**config.mk**
```make
export PLATFORM = sky130hd
export DESIGN_NAME = rsl_ref_switch
export DESIGN_NICKNAME = d
export VERILOG_FILES = /design/src/rtl/rsl_pkg.sv /design/src/rtl/rsl_switch_sync.sv /design/src/rtl/rsl_zero_wait.sv /design/src/rtl/rsl_ref_switch.sv
export VERILOG_INCLUDE_DIRS = /design/src /design/src/rtl
export SDC_FILE = /design/constraint.sdc
export NUM_CORES = 1
export LEC_CHECK = 0
export BUFFER_PORTS_ARGS = -buffer_cell sky130_fd_sc_hd__buf_4
export CAP_MARGIN = 10
export CORE_MARGIN = 10
export CORE_UTILIZATION = 57
export DETAILED_ROUTE_END_ITERATION = 16
export GPL_TIMING_DRIVEN = 0
export PLACE_DENSITY = 0.85
export SETUP_SLACK_MARGIN = 0.4
export SYNTH_ARGS = -nofsm -noshare
export SYNTH_HDL_FRONTEND = slang
export SYNTH_SLANG_ARGS = --single-unit
```
**constraint.sdc**
```tcl
create_clock -name i_core_clk -period 3.4 [get_ports i_core_clk]
set_clock_uncertainty 0.2 [all_clocks]
set_input_delay 0.34 -clock i_core_clk [delete_from_list [all_inputs] [get_ports i_core_clk]]
set_output_delay 0.34 -clock i_core_clk [all_outputs]
set_load 0.05 [all_outputs]
```
**src/rtl/rsl_defines.svh**
```systemverilog
`ifndef RSL_DEFINES_SVH
`define RSL_DEFINES_SVH
// register indices on the plain port
`define RSL_ADDR_CONFIG 3'h0
`define RSL_ADDR_STATUS 3'h1
`define RSL_ADDR_LATCH 3'h2
`define RSL_ADDR_IRQ_STATUS 3'h3
`define RSL_ADDR_IRQ_MASK 3'h4
`define RSL_ADDR_ACTUAL 3'h5
// switch_config fields
`define RSL_CFG_STOP_L 0
`define RSL_CFG_STOP_R 1
`define RSL_CFG_POL_L 2
`define RSL_CFG_POL_R 3
`define RSL_CFG_SWAP 4
`define RSL_CFG_LATCH_L_ACT 5
`define RSL_CFG_LATCH_L_INACT 6
`define RSL_CFG_LATCH_R_ACT 7
`define RSL_CFG_LATCH_R_INACT 8
`define RSL_CFG_WIDTH 12
`define RSL_CFG_RESET 12'h000
// ramp_switch_status fields
`define RSL_ST_STOP_L 0
`define RSL_ST_STOP_R 1
`define RSL_ST_LATCH_L 2
`define RSL_ST_LATCH_R 3
`define RSL_ST_EVT_STOP_L 4
`define RSL_ST_EVT_STOP_R 5
`define RSL_ST_ZEROWAIT 11
`define RSL_ST_SECOND 12
`define RSL_ST_STALL 13
`define RSL_ST_WIDTH 14
// interrupt bits
`define RSL_IRQ_LATCH_L 0
`define RSL_IRQ_LATCH_R 1
`define RSL_IRQ_SECOND 2
`define RSL_IRQ_STOP 3
`define RSL_IRQ_WIDTH 4
`define RSL_IRQ_RESET 4'h0
`endif

```
**src/rtl/rsl_pkg.sv**
```systemverilog
package rsl_pkg;
  typedef enum logic [2:0] {
    RSL_RUN = 3'b001,
    RSL_STOPPED = 3'b010,
    RSL_ZEROWAIT = 3'b100
  } rsl_motion_type;
endpackage

```
**src/rtl/rsl_switch_sync.sv**
```systemverilog
`timescale 1ns/1ps
module rsl_switch_sync (
  // clock and reset
  input wire logic i_core_clk,
  input wire logic i_reset,
  // raw pin
  input wire logic i_pin,
  // synchronised level and previous sample
  output logic o_level,
  output logic o_prev
);
  logic meta_q;
  logic sync_q;
  logic prev_q;
  // two-stage synchroniser; first stage feeds only the second
  always_ff @(posedge i_core_clk) begin
    if (i_reset) begin
      meta_q <= 1'b0;
      sync_q <= 1'b0;
      prev_q <= 1'b0;
    end else begin
      meta_q <= i_pin;
      sync_q <= meta_q;
      prev_q <= sync_q;
    end
  end
  assign o_level = sync_q;
  assign o_prev = prev_q;
endmodule // rsl_switch_sync

```
**src/rtl/rsl_zero_wait.sv**
```systemverilog
`timescale 1ns/1ps
module rsl_zero_wait #(
  parameter int unsigned WAIT_WIDTH = 16
) (
  // clock and reset
  input wire logic i_core_clk,
  input wire logic i_reset,
  // control
  input wire logic i_start,
  input wire logic [WAIT_WIDTH-1:0] i_wait_cycles,
  // state
  output logic o_active
);
  logic [WAIT_WIDTH-1:0] count_q;
  logic active_q;
  initial begin
    if (WAIT_WIDTH < 1 || WAIT_WIDTH > 32) $error("bad WAIT_WIDTH");
  end
  // counts the post-stop standstill interval
  always_ff @(posedge i_core_clk) begin
    if (i_reset) begin
      count_q <= '0;
      active_q <= 1'b0;
    end else if (i_start) begin
      count_q <= i_wait_cycles;
      active_q <= (i_wait_cycles != '0);
    end else if (active_q) begin
      count_q <= count_q - 1'b1;
      active_q <= (count_q > {{(WAIT_WIDTH-1){1'b0}}, 1'b1});
    end
  end
  assign o_active = active_q;
endmodule // rsl_zero_wait

```
**src/rtl/rsl_ref_switch.sv**
```systemverilog
`timescale 1ns/1ps
`include "rsl_defines.svh"
module rsl_ref_switch #(
  parameter int unsigned POS_WIDTH = 32,
  parameter int unsigned WAIT_WIDTH = 16
) (
  // clock and reset
  input wire logic i_core_clk,
  input wire logic i_reset,
  // register port
  input wire logic [2:0] i_addr,
  input wire logic [31:0] i_wdata,
  input wire logic i_write,
  input wire logic i_read,
  output logic [31:0] o_rdata,
  // switch pins
  input wire logic i_left_switch_in,
  input wire logic i_right_switch_in,
  // ramp generator side
  input wire logic [POS_WIDTH-1:0] i_actual_position,
  input wire logic i_stall_indication,
  input wire logic i_second_move_event,
  input wire logic i_motion_request,
  input wire logic [WAIT_WIDTH-1:0] i_zero_wait_cycles,
  // motion control and interrupt
  output logic o_motor_hold,
  output logic o_irq
);
  import rsl_pkg::*;

  initial begin
    if (POS_WIDTH < 1 || POS_WIDTH > 32) $error("bad POS_WIDTH");
    if (WAIT_WIDTH < 1 || WAIT_WIDTH > 32) $error("bad WAIT_WIDTH");
  end

  logic [`RSL_CFG_WIDTH-1:0] switch_config_q;
  logic [POS_WIDTH-1:0] latched_position_q;
  logic latch_l_q;
  logic latch_r_q;
  logic second_q;
  logic [`RSL_IRQ_WIDTH-1:0] irq_status_q;
  logic [`RSL_IRQ_WIDTH-1:0] irq_mask_q;
  logic [31:0] rdata_q;
  logic hold_q;
  logic irq_q;
  rsl_motion_type motion_q;
  logic [1:0] raw_lvl;
  logic [1:0] raw_prev;
  logic zw_active;

  // pin order for the per-side loop: left first, right second
  logic [1:0] raw_pin;
  assign raw_pin[0] = i_left_switch_in;
  assign raw_pin[1] = i_right_switch_in;

  // synchronise both pins before anything else
  genvar g;
  generate
    for (g = 0; g < 2; g++) begin : g_sync
      rsl_switch_sync u_sync (
        .i_core_clk(i_core_clk),
        .i_reset(i_reset),
        .i_pin(raw_pin[g]),
        .o_level(raw_lvl[g]),
        .o_prev(raw_prev[g])
      );
    end
  endgenerate

  // swap, then polarity, on current and previous samples
  logic swap;
  logic l_lvl;
  logic r_lvl;
  logic l_prv;
  logic r_prv;
  logic l_act;
  logic r_act;
  logic l_act_p;
  logic r_act_p;
  assign swap = switch_config_q[`RSL_CFG_SWAP];
  // swap exchanges the sides before polarity is applied
  always_comb begin
    if (swap) begin
      l_lvl = raw_lvl[1];
      r_lvl = raw_lvl[0];
      l_prv = raw_prev[1];
      r_prv = raw_prev[0];
    end else begin
      l_lvl = raw_lvl[0];
      r_lvl = raw_lvl[1];
      l_prv = raw_prev[0];
      r_prv = raw_prev[1];
    end
  end
  assign l_act = l_lvl ^ switch_config_q[`RSL_CFG_POL_L];
  assign l_act_p = l_prv ^ switch_config_q[`RSL_CFG_POL_L];
  assign r_act = r_lvl ^ switch_config_q[`RSL_CFG_POL_R];
  assign r_act_p = r_prv ^ switch_config_q[`RSL_CFG_POL_R];

  // latch triggers from consecutive samples
  logic l_rise;
  logic l_fall;
  logic r_rise;
  logic r_fall;
  logic fire_l;
  logic fire_r;
  logic fire_any;
  assign l_rise = l_act & ~l_act_p;
  assign l_fall = ~l_act & l_act_p;
  assign r_rise = r_act & ~r_act_p;
  assign r_fall = ~r_act & r_act_p;
  assign fire_l = (l_rise & switch_config_q[`RSL_CFG_LATCH_L_ACT])
    | (l_fall & switch_config_q[`RSL_CFG_LATCH_L_INACT]);
  assign fire_r = (r_rise & switch_config_q[`RSL_CFG_LATCH_R_ACT])
    | (r_fall & switch_config_q[`RSL_CFG_LATCH_R_INACT]);
  assign fire_any = fire_l | fire_r;

  // stop conditions
  logic stop_l;
  logic stop_r;
  logic stop_any;
  logic stop_entered;
  assign stop_l = l_act & switch_config_q[`RSL_CFG_STOP_L];
  assign stop_r = r_act & switch_config_q[`RSL_CFG_STOP_R];
  assign stop_any = stop_l | stop_r;
  assign stop_entered = (motion_q == RSL_RUN) && stop_any;

  logic rd_status;
  logic wr_config;
  logic wr_irq_status;
  logic wr_irq_mask;
  assign rd_status = i_read && (i_addr == `RSL_ADDR_STATUS);
  assign wr_config = i_write && (i_addr == `RSL_ADDR_CONFIG);
  assign wr_irq_status = i_write && (i_addr == `RSL_ADDR_IRQ_STATUS);
  assign wr_irq_mask = i_write && (i_addr == `RSL_ADDR_IRQ_MASK);

  // configuration register
  always_ff @(posedge i_core_clk) begin
    if (i_reset) begin
      switch_config_q <= `RSL_CFG_RESET;
    end else if (wr_config) begin
      switch_config_q <= i_wdata[`RSL_CFG_WIDTH-1:0];
    end
  end

  // position latch, loaded when either side fires; both sides latch the same position
  always_ff @(posedge i_core_clk) begin
    if (i_reset) begin
      latched_position_q <= '0;
    end else if (fire_any) begin
      latched_position_q <= i_actual_position;
    end
  end

  // left latch-ready flag; a new event wins over the read clear
  always_ff @(posedge i_core_clk) begin
    if (i_reset) begin
      latch_l_q <= 1'b0;
    end else begin
      latch_l_q <= fire_l | (latch_l_q & ~rd_status);
    end
  end

  // right latch-ready flag; a new event wins over the read clear
  always_ff @(posedge i_core_clk) begin
    if (i_reset) begin
      latch_r_q <= 1'b0;
    end else begin
      latch_r_q <= fire_r | (latch_r_q & ~rd_status);
    end
  end

  // second move flag; a new event wins over the read clear
  always_ff @(posedge i_core_clk) begin
    if (i_reset) begin
      second_q <= 1'b0;
    end else begin
      second_q <= i_second_move_event | (second_q & ~rd_status);
    end
  end

  // motion state: stop while switch active, then zero wait, then resume
  logic zw_start;
  assign zw_start = (motion_q == RSL_STOPPED) && !stop_any;
  always_ff @(posedge i_core_clk) begin
    if (i_reset) begin
      motion_q <= RSL_RUN;
    end else begin
      case (motion_q)
        RSL_RUN: begin
          if (stop_any) begin
            motion_q <= RSL_STOPPED;
          end
        end
        RSL_STOPPED: begin
          if (!stop_any) begin
            motion_q <= RSL_ZEROWAIT;
          end
        end
        RSL_ZEROWAIT: begin
          if (stop_any) begin
            motion_q <= RSL_STOPPED;
          end else if (!zw_active) begin
            motion_q <= RSL_RUN;
          end
        end
        default: motion_q <= RSL_RUN;
      endcase
    end
  end

  rsl_zero_wait #(
    .WAIT_WIDTH(WAIT_WIDTH)
  ) u_zero_wait (
    .i_core_clk(i_core_clk),
    .i_reset(i_reset),
    .i_start(zw_start),
    .i_wait_cycles(i_zero_wait_cycles),
    .o_active(zw_active)
  );

  // hold request toward the ramp generator
  logic zw_busy;
  logic hold_d;
  assign zw_busy = (motion_q == RSL_ZEROWAIT) && (zw_active || zw_start);
  always_comb begin
    hold_d = stop_any | (motion_q == RSL_STOPPED) | zw_busy | ~i_motion_request;
  end
  always_ff @(posedge i_core_clk) begin
    if (i_reset) begin
      hold_q <= 1'b0;
    end else begin
      hold_q <= hold_d;
    end
  end

  // interrupt status, mask and output
  logic [`RSL_IRQ_WIDTH-1:0] irq_events;
  always_comb begin
    irq_events = '0;
    irq_events[`RSL_IRQ_LATCH_L] = fire_l;
    irq_events[`RSL_IRQ_LATCH_R] = fire_r;
    irq_events[`RSL_IRQ_SECOND] = i_second_move_event;
    irq_events[`RSL_IRQ_STOP] = stop_entered;
  end
  // next interrupt status: events set, a written one clears, set wins
  logic [`RSL_IRQ_WIDTH-1:0] irq_clear;
  logic [`RSL_IRQ_WIDTH-1:0] irq_status_d;
  always_comb begin
    irq_clear = '0;
    if (wr_irq_status) begin
      irq_clear = i_wdata[`RSL_IRQ_WIDTH-1:0];
    end
    irq_status_d = irq_events | (irq_status_q & ~irq_clear);
  end
  always_ff @(posedge i_core_clk) begin
    if (i_reset) begin
      irq_status_q <= `RSL_IRQ_RESET;
    end else begin
      irq_status_q <= irq_status_d;
    end
  end
  always_ff @(posedge i_core_clk) begin
    if (i_reset) begin
      irq_mask_q <= `RSL_IRQ_RESET;
    end else if (wr_irq_mask) begin
      irq_mask_q <= i_wdata[`RSL_IRQ_WIDTH-1:0];
    end
  end
  always_ff @(posedge i_core_clk) begin
    if (i_reset) begin
      irq_q <= 1'b0;
    end else begin
      irq_q <= |(irq_status_d & irq_mask_q);
    end
  end

  // status word
  logic [`RSL_ST_WIDTH-1:0] status;
  always_comb begin
    status = '0;
    status[`RSL_ST_STOP_L] = l_act;
    status[`RSL_ST_STOP_R] = r_act;
    status[`RSL_ST_LATCH_L] = latch_l_q;
    status[`RSL_ST_LATCH_R] = latch_r_q;
    status[`RSL_ST_EVT_STOP_L] = stop_l;
    status[`RSL_ST_EVT_STOP_R] = stop_r;
    status[`RSL_ST_ZEROWAIT] = zw_active;
    status[`RSL_ST_SECOND] = second_q;
    status[`RSL_ST_STALL] = i_stall_indication;
  end

  // read mux; zero unless a read strobe selects a register
  logic [31:0] rdata_d;
  always_comb begin
    rdata_d = 32'h0000_0000;
    if (i_read) begin
      case (i_addr)
        `RSL_ADDR_CONFIG: rdata_d = 32'(switch_config_q);
        `RSL_ADDR_STATUS: rdata_d = 32'(status);
        `RSL_ADDR_LATCH: rdata_d = 32'(latched_position_q);
        `RSL_ADDR_IRQ_STATUS: rdata_d = 32'(irq_status_q);
        `RSL_ADDR_IRQ_MASK: rdata_d = 32'(irq_mask_q);
        `RSL_ADDR_ACTUAL: rdata_d = 32'(i_actual_position);
        default: rdata_d = 32'h0000_0000;
      endcase
    end
  end

  // read data one cycle after the read strobe
  always_ff @(posedge i_core_clk) begin
    if (i_reset) begin
      rdata_q <= '0;
    end else begin
      rdata_q <= rdata_d;
    end
  end

  assign o_rdata = rdata_q;
  assign o_motor_hold = hold_q;
  assign o_irq = irq_q;
endmodule // rsl_ref_switch

```
* Word-level counts from Yosys, hierarchy flattened
Index checks and enable logic that the tools add are counted.
Storage, ports and cells: output and inout port bits 34, logic and storage cells 100, bits in registers 115
Operators by class: order comparisons 1, bitwise operators 38, add/subtract/negate cells 1, eq/ne operators 11, reduce and logical (&&, ||, !) cells 15, muxes and demuxes 15
Operators with widths (count):
- one-hot mux 32 bit (6 select lines) | 1
- two-way mux 16 bit | 2
- > comparator 16 x 1 -> 1 bit (second input constant) | 1
- nonzero test 16 bit | 1
- subtractor 16 x 1 -> 16 bit (second input constant) | 1
- AND 1 bit | 13
- two-way mux 3 bit | 4
- OR 1 bit | 10
- == test 3 x 2 -> 1 bit (second input constant) | 3
- == test 3 bit (second input constant) | 3
- one-hot mux 3 bit (3 select lines) | 1
- AND 4 bit | 2
- logical AND 1 bit | 7
- NOT 1 bit | 7
- == test 3 x 1 -> 1 bit (second input constant) | 2
- two-way mux 1 bit | 6
- two-way mux 4 bit | 1
- inequality test 2 bit (second input constant) | 2
- NOT 4 bit | 1
- OR 4 bit | 1
- OR reduction 4 bit | 1
- XOR 1 bit | 4
- logical NOT 3 bit | 1
- inequality test 3 bit (second input constant) | 1
- 5 further kinds | 5

* Depth between registers and ports, before layout
depth after elaboration 10, depth in mapped cells 8, depth with buffers taken out 7

* Hierarchy
From an unflattened synthesis, not the netlist that was laid out.
Unflattened totals: cells, all modules 575, area total of the unflattened synthesis 5333.9 µm²
By module, submodules not included:
- rsl_ref_switch | area each 4216.5 µm², cells each 451, seq. area each 1841.8 µm², instances 1
- rsl_zero_wait | area each 959.7 µm², cells each 112, seq. area each 340.3 µm², instances 1
- rsl_switch_sync | area each 78.8 µm², cells each 6, seq. area each 60.1 µm², instances 2

* Worst setup path before layout
No wires, ideal clock.
path type reg2reg, start reg switch_config_q[4], end reg u_zero_wait.count_q[11], required time 3.121 ns, cell stages (with the launch flop) 9, data arrival time 1.815 ns, path buffers 3, path slack 1.306 ns, setup time 0.079 ns, cell sequence dfxtp_1 buf_2 mux2i_1 xnor2_1 a221o_1 buf_2 clkbuf_1 nor2_1 a211oi_2
Between the ends: cells in the longest elaborated chain, start to end 7, elaborated cells on any way between the ends 11, classes of those cells 3 x mux; 5 x bitwise; 3 x reduce/logical
RTL lines:
- start, declared | RTL line rsl_ref_switch.sv:36 | logic [`RSL_CFG_WIDTH-1:0] switch_config_q;
- start signal, assigned | RTL line rsl_ref_switch.sv:140 | switch_config_q <= `RSL_CFG_RESET;
- start signal, assigned | RTL line rsl_ref_switch.sv:142 | switch_config_q <= i_wdata[`RSL_CFG_WIDTH-1:0];
- two-way mux 1 bit | RTL line rsl_ref_switch.sv:83 | if (swap) begin
- XOR 1 bit (on tied branches) | RTL line rsl_ref_switch.sv:95, rsl_ref_switch.sv:97
- AND 1 bit (on tied branches) | RTL line rsl_ref_switch.sv:123, rsl_ref_switch.sv:124
- OR 1 bit (*) | RTL line rsl_ref_switch.sv:125 | assign stop_any = stop_l | stop_r;
- logical NOT 1 bit (*)
- logical AND 1 bit (*) | RTL line rsl_ref_switch.sv:184 | assign zw_start = (motion_q == RSL_STOPPED) && !stop_any;
- two-way mux 16 bit / nonzero test 2 bit (equally long branches)
- end signal, assigned | RTL line rsl_zero_wait.sv:25 | count_q <= i_wait_cycles;
- end signal, assigned | RTL line rsl_zero_wait.sv:28 | count_q <= count_q - 1'b1;
- end, declared | RTL line rsl_zero_wait.sv:14 | logic [WAIT_WIDTH-1:0] count_q;
Every way passes the cells marked *; elsewhere a longest branch is shown, timed or not. A chain may end at the register's enable or synchronous reset.

* Worst setup path in the final report
start reg switch_config_q[4], end reg latched_position_q[14]
Between the ends: cells in the longest elaborated chain, start to end 7, elaborated cells on any way between the ends 23, classes of those cells 4 x mux; 19 x bitwise
RTL lines:
- two-way mux 1 bit | RTL line rsl_ref_switch.sv:83
- XOR 1 bit (on tied branches)
- NOT 1 bit (on tied branches)
- AND 1 bit (on tied branches) (2 in a row)
- OR 1 bit (on tied branches) | RTL line rsl_ref_switch.sv:112, rsl_ref_switch.sv:114
- OR 1 bit (*) | RTL line rsl_ref_switch.sv:116 | assign fire_any = fire_l | fire_r;
- end signal, assigned | RTL line rsl_ref_switch.sv:151 | latched_position_q <= i_actual_position;
- end, declared | RTL line rsl_ref_switch.sv:37 | logic [POS_WIDTH-1:0] latched_position_q;
Marks and branches as above.

==> impl_metrics.tcl <==
set metrics [dict create \
    gp_congestion 0.9708 \
    hold_path.class "input port to flop" \
    status "complete, no violations" \
    nNetsFinal 851 \
    synth_edf_count 0 \
    leakage_nw 2.791 \
    cts_max_level 4 \
    area_growth_pct 42.54 \
    grt_pass1_wl_mm 28.65 \
    drc 0 \
    portBuffers 104 \
    slew_headroom_pct 53.69 \
    synth_fp_nets 660 \
    crit_path_top_delay_cell "clkbuf_1" \
    critPathKind "flop to flop" \
    drt_iter0_drc 716 \
    worstSetupStartpointType "flop" \
    dp_worst_setup_slack_ns 0.8230 \
    cpMostUsedCell "clkbuf_1" \
    rows 34 \
    die_y_um 114.4 \
    synth_top_area_cell "dfxtp_1" \
    n_antenna_cell 0 \
    drive_above_1_share_pct 22.21 \
    clock_path_buffers 2 \
    internal_power_w 0.002654 \
    maxSlewViolCount 0 \
    power_frac_comb_pct 9.2 \
    synth_top_cell_area_share_pct 45.30 \
    synth_area_leaders "dfxtp_1 (45%), nand4b_1 (5.7%), nor2_1 (4.7%), a22oi_1 (4.4%), nand2b_1 (4.4%)" \
    synthesis.area_mm2 0.005082 \
    grt_overflow 0 \
    crit_arrival_ns 2.96 \
    seqPwrFrac_pct 40.0 \
    finalCritPeriodShare_pct 79.53 \
    holdWs_ns 0.009998 \
    root_buffer "clkbuf_8" \
    path_buf_inv 3 \
    power_switching_w 0.0007869 \
    tightest_slew_ns 0.6884 \
    drt-pass1-iter-count 6 \
    swShare_pct 22.87 \
    postRouteAntennaNets 0 \
    setup_ws_ns 0.6960 \
    vdd_drop_max_uv 311.2 \
    max_stage_delay_ns 0.50 \
    coreArea_mm2 0.008721 \
    clk_latency_ns 0.53 \
    wl_per_cell_um 20.62 \
    ys_warn_count 0 \
    hold_violations 0 \
    crit_chain "buf_2 > mux2i_2 > a211o_1 > and3_1 > clkbuf_1 > clkbuf_1 > nand4b_1 > o21ai_1" \
    cts.sinks 115 \
    cts_tree "done" \
    die_area_mm2 0.01309 \
    start_util_pct 58.28 \
    rsz0062_at_grt "no" \
    grt_max_degree 17 \
    cts_resized 0 \
    grt_pass1_vias 5579 \
    worst_path_dominant_cell_family "buffers and inverters" \
    ys_ff_latch 115 \
    worstPathMaxFanout 10 \
    required_ns 3.66 \
    fmax_ghz 0.3698 \
    fin_crit_ns 2.704 \
    reg2reg_slack_ns 0.70 \
    cts_made_buffers 17 \
    drv_cap 0 \
    async_flop_share_pct 0 \
    ys.flop_type "dfxtp_1" \
    wirelength_mm 18.10 \
    grt_use_total_pct 27.30 \
    power.density_mw_per_mm2 475.0 \
    antenna_found_initial 0 \
    io_pins 126 \
    synth_cell_types 54 \
    vias 5438 \
    vias_per_cell 6.194 \
    endpoint_kind "flop" \
    p_total_w 0.003441 \
    synthCells 566 \
    fin_setup_tns_ns 0 \
    place.detailed.hpwl_mm 10.62 \
    cts.clk_slew.worst_paths_ns 0.06 \
    synth_area_per_cell_um2 8.979 \
    dieWidth_um 114.4 \
    ys_seq_area_share_pct 45.30 \
    clkPwrFrac_pct 50.8 \
    setup_violations 0 \
]
## power by group through the flow
stage          clock (W)  sequential [W]  combinational (W)
2_1_floorplan          0         0.00142           0.000104
3_3_place_gp           0         0.00140           0.000233
3_5_place_dp           0         0.00140           0.000239
4_1_cts          0.00174         0.00138           0.000302
5_1_grt          0.00181         0.00138           0.000333
6_report         0.00175         0.00138           0.000315
## what timing repair did
item / in CTS / in global routing
hold buffers: 64 / 0
setup buffers: 0 / 4
hold endpoints to repair: 99 / 0
endpoints found under the setup margin: 0 / 1
## logic make-up (layout without fill, tap and decap cells)
kind of cell	after synthesis	in the layout	synth area share, %
compound gates	124	124	15.58
fa+ha+maj	2	2	0.4923
mux	25	25	5.564
simple gates	232	232	26.00
buf+inv	50	254	3.964
flops	115	115	45.30
xor+xnor	18	18	3.102
## Yosys cell counts (all sizes together) (2+ instances only)
master and n:
a22oi 30, nor3 8, a221o 3, inv 3
ha 2, a21oi 27, nand4 4, nor4b 3
nor3b 4, nand4b 33, nand3b 3, nand3 4
o21ai 38, a211oi 16, xor2 7, clkbuf 35
nand2b 36, nor4 7, and2 4, mux2i 11
nor2b 10, buf 12, dfxtp 115, mux2 13
xnor2 11, and3 2, nor2 63, nand2 44
## layout by cell type, fill, tap and decap left out, drive strengths merged, types with 2 or more instances in the layout
| cell | netlist | routed |
|---|---|---|
| buf | 12 | 120 |
| dfxtp | 115 | 115 |
| dlygate4sd3 | 0 | 64 |
| nor2 | 63 | 63 |
| clkbuf | 35 | 57 |
| nand2 | 44 | 44 |
| o21ai | 38 | 38 |
| nand2b | 36 | 36 |
| nand4b | 33 | 33 |
| a22oi | 30 | 30 |
| a21oi | 27 | 27 |
| a211oi | 16 | 16 |
| mux2 | 13 | 13 |
| xnor2 | 11 | 11 |
| mux2i | 11 | 11 |
| nor2b | 10 | 10 |
| nor3 | 8 | 8 |
| xor2 | 7 | 7 |
| nor4 | 7 | 7 |
| clkinv | 0 | 7 |
| and2 | 4 | 4 |
| nand4 | 4 | 4 |
| nand3 | 4 | 4 |
| nor3b | 4 | 4 |
| inv | 3 | 3 |
| nor4b | 3 | 3 |
| nand3b | 3 | 3 |
| a221o | 3 | 3 |
| bufinv | 0 | 3 |
| and3 | 2 | 2 |
| ha | 2 | 2 |
## layout make-up
class,instances,area (µm²)
clock inverter,10,132.6
tap,108,135.1
buffer,47,190.2
timing repair buffer,172,1451
sequential,115,2302
inverter,3,11.26
multi-input combinational,401,2579
fill,461,1476
clock buffer,22,442.9
## worst register-to-register path, delay by kind of cell, from the launching register on
family                 cells  cell delay, ns
AO/OA/AOI/OAI              2            0.28
buffers and inverters      3            1.06
flip-flops                 1            0.30
multiplexers               1            0.37
AND/OR/NAND/NOR            2            0.42
## metal layers
layer	global-route usage, %	wire length (µm)	vias up
met3	8.857	1692	116
met2	45.38	8944	397
met4	16.79	1122	0
li1	-	-	2402
met5	0	0	-
met1	29.48	6343	2523
## flip-flops by register name, indices dropped and copies added (netlist names)
| name | flops |
|---|---|
| motion_q | 3 |
| latch_l_q | 1 |
| o_irq | 1 |
| g_sync.u_sync.meta_q | 2 |
| g_sync.u_sync.o_prev | 2 |
| u_zero_wait.count_q | 16 |
| latch_r_q | 1 |
| u_zero_wait.o_active | 1 |
| o_motor_hold | 1 |
| o_rdata | 32 |
| switch_config_q | 12 |
| latched_position_q | 32 |
| second_q | 1 |
| g_sync.u_sync.o_level | 2 |
| irq_mask_q | 4 |
| irq_status_q | 4 |
## stage by stage
step,instances,cell area (µm²),util [%]
after floorplan,566,5082,-
after global placement,778,5998,68.78
after detailed placement,778,5998,68.78
after CTS,874,7214,82.73
after global routing,878,7244,83.07
final,878,7244,83.07
## final timing paths
path | from | endpoint | cells past startpoint
worst min register to register | g_sync[0].u_sync.meta_q | g_sync[0].u_sync.o_level | 1
worst max register to register | switch_config_q[4] | latched_position_q[14] | 8
worst min-delay path | i_zero_wait_cycles[5] | u_zero_wait.count_q[5] | 3
worst max-delay path | switch_config_q[4] | latched_position_q[14] | 8
(Power assumes the default switching activity.)
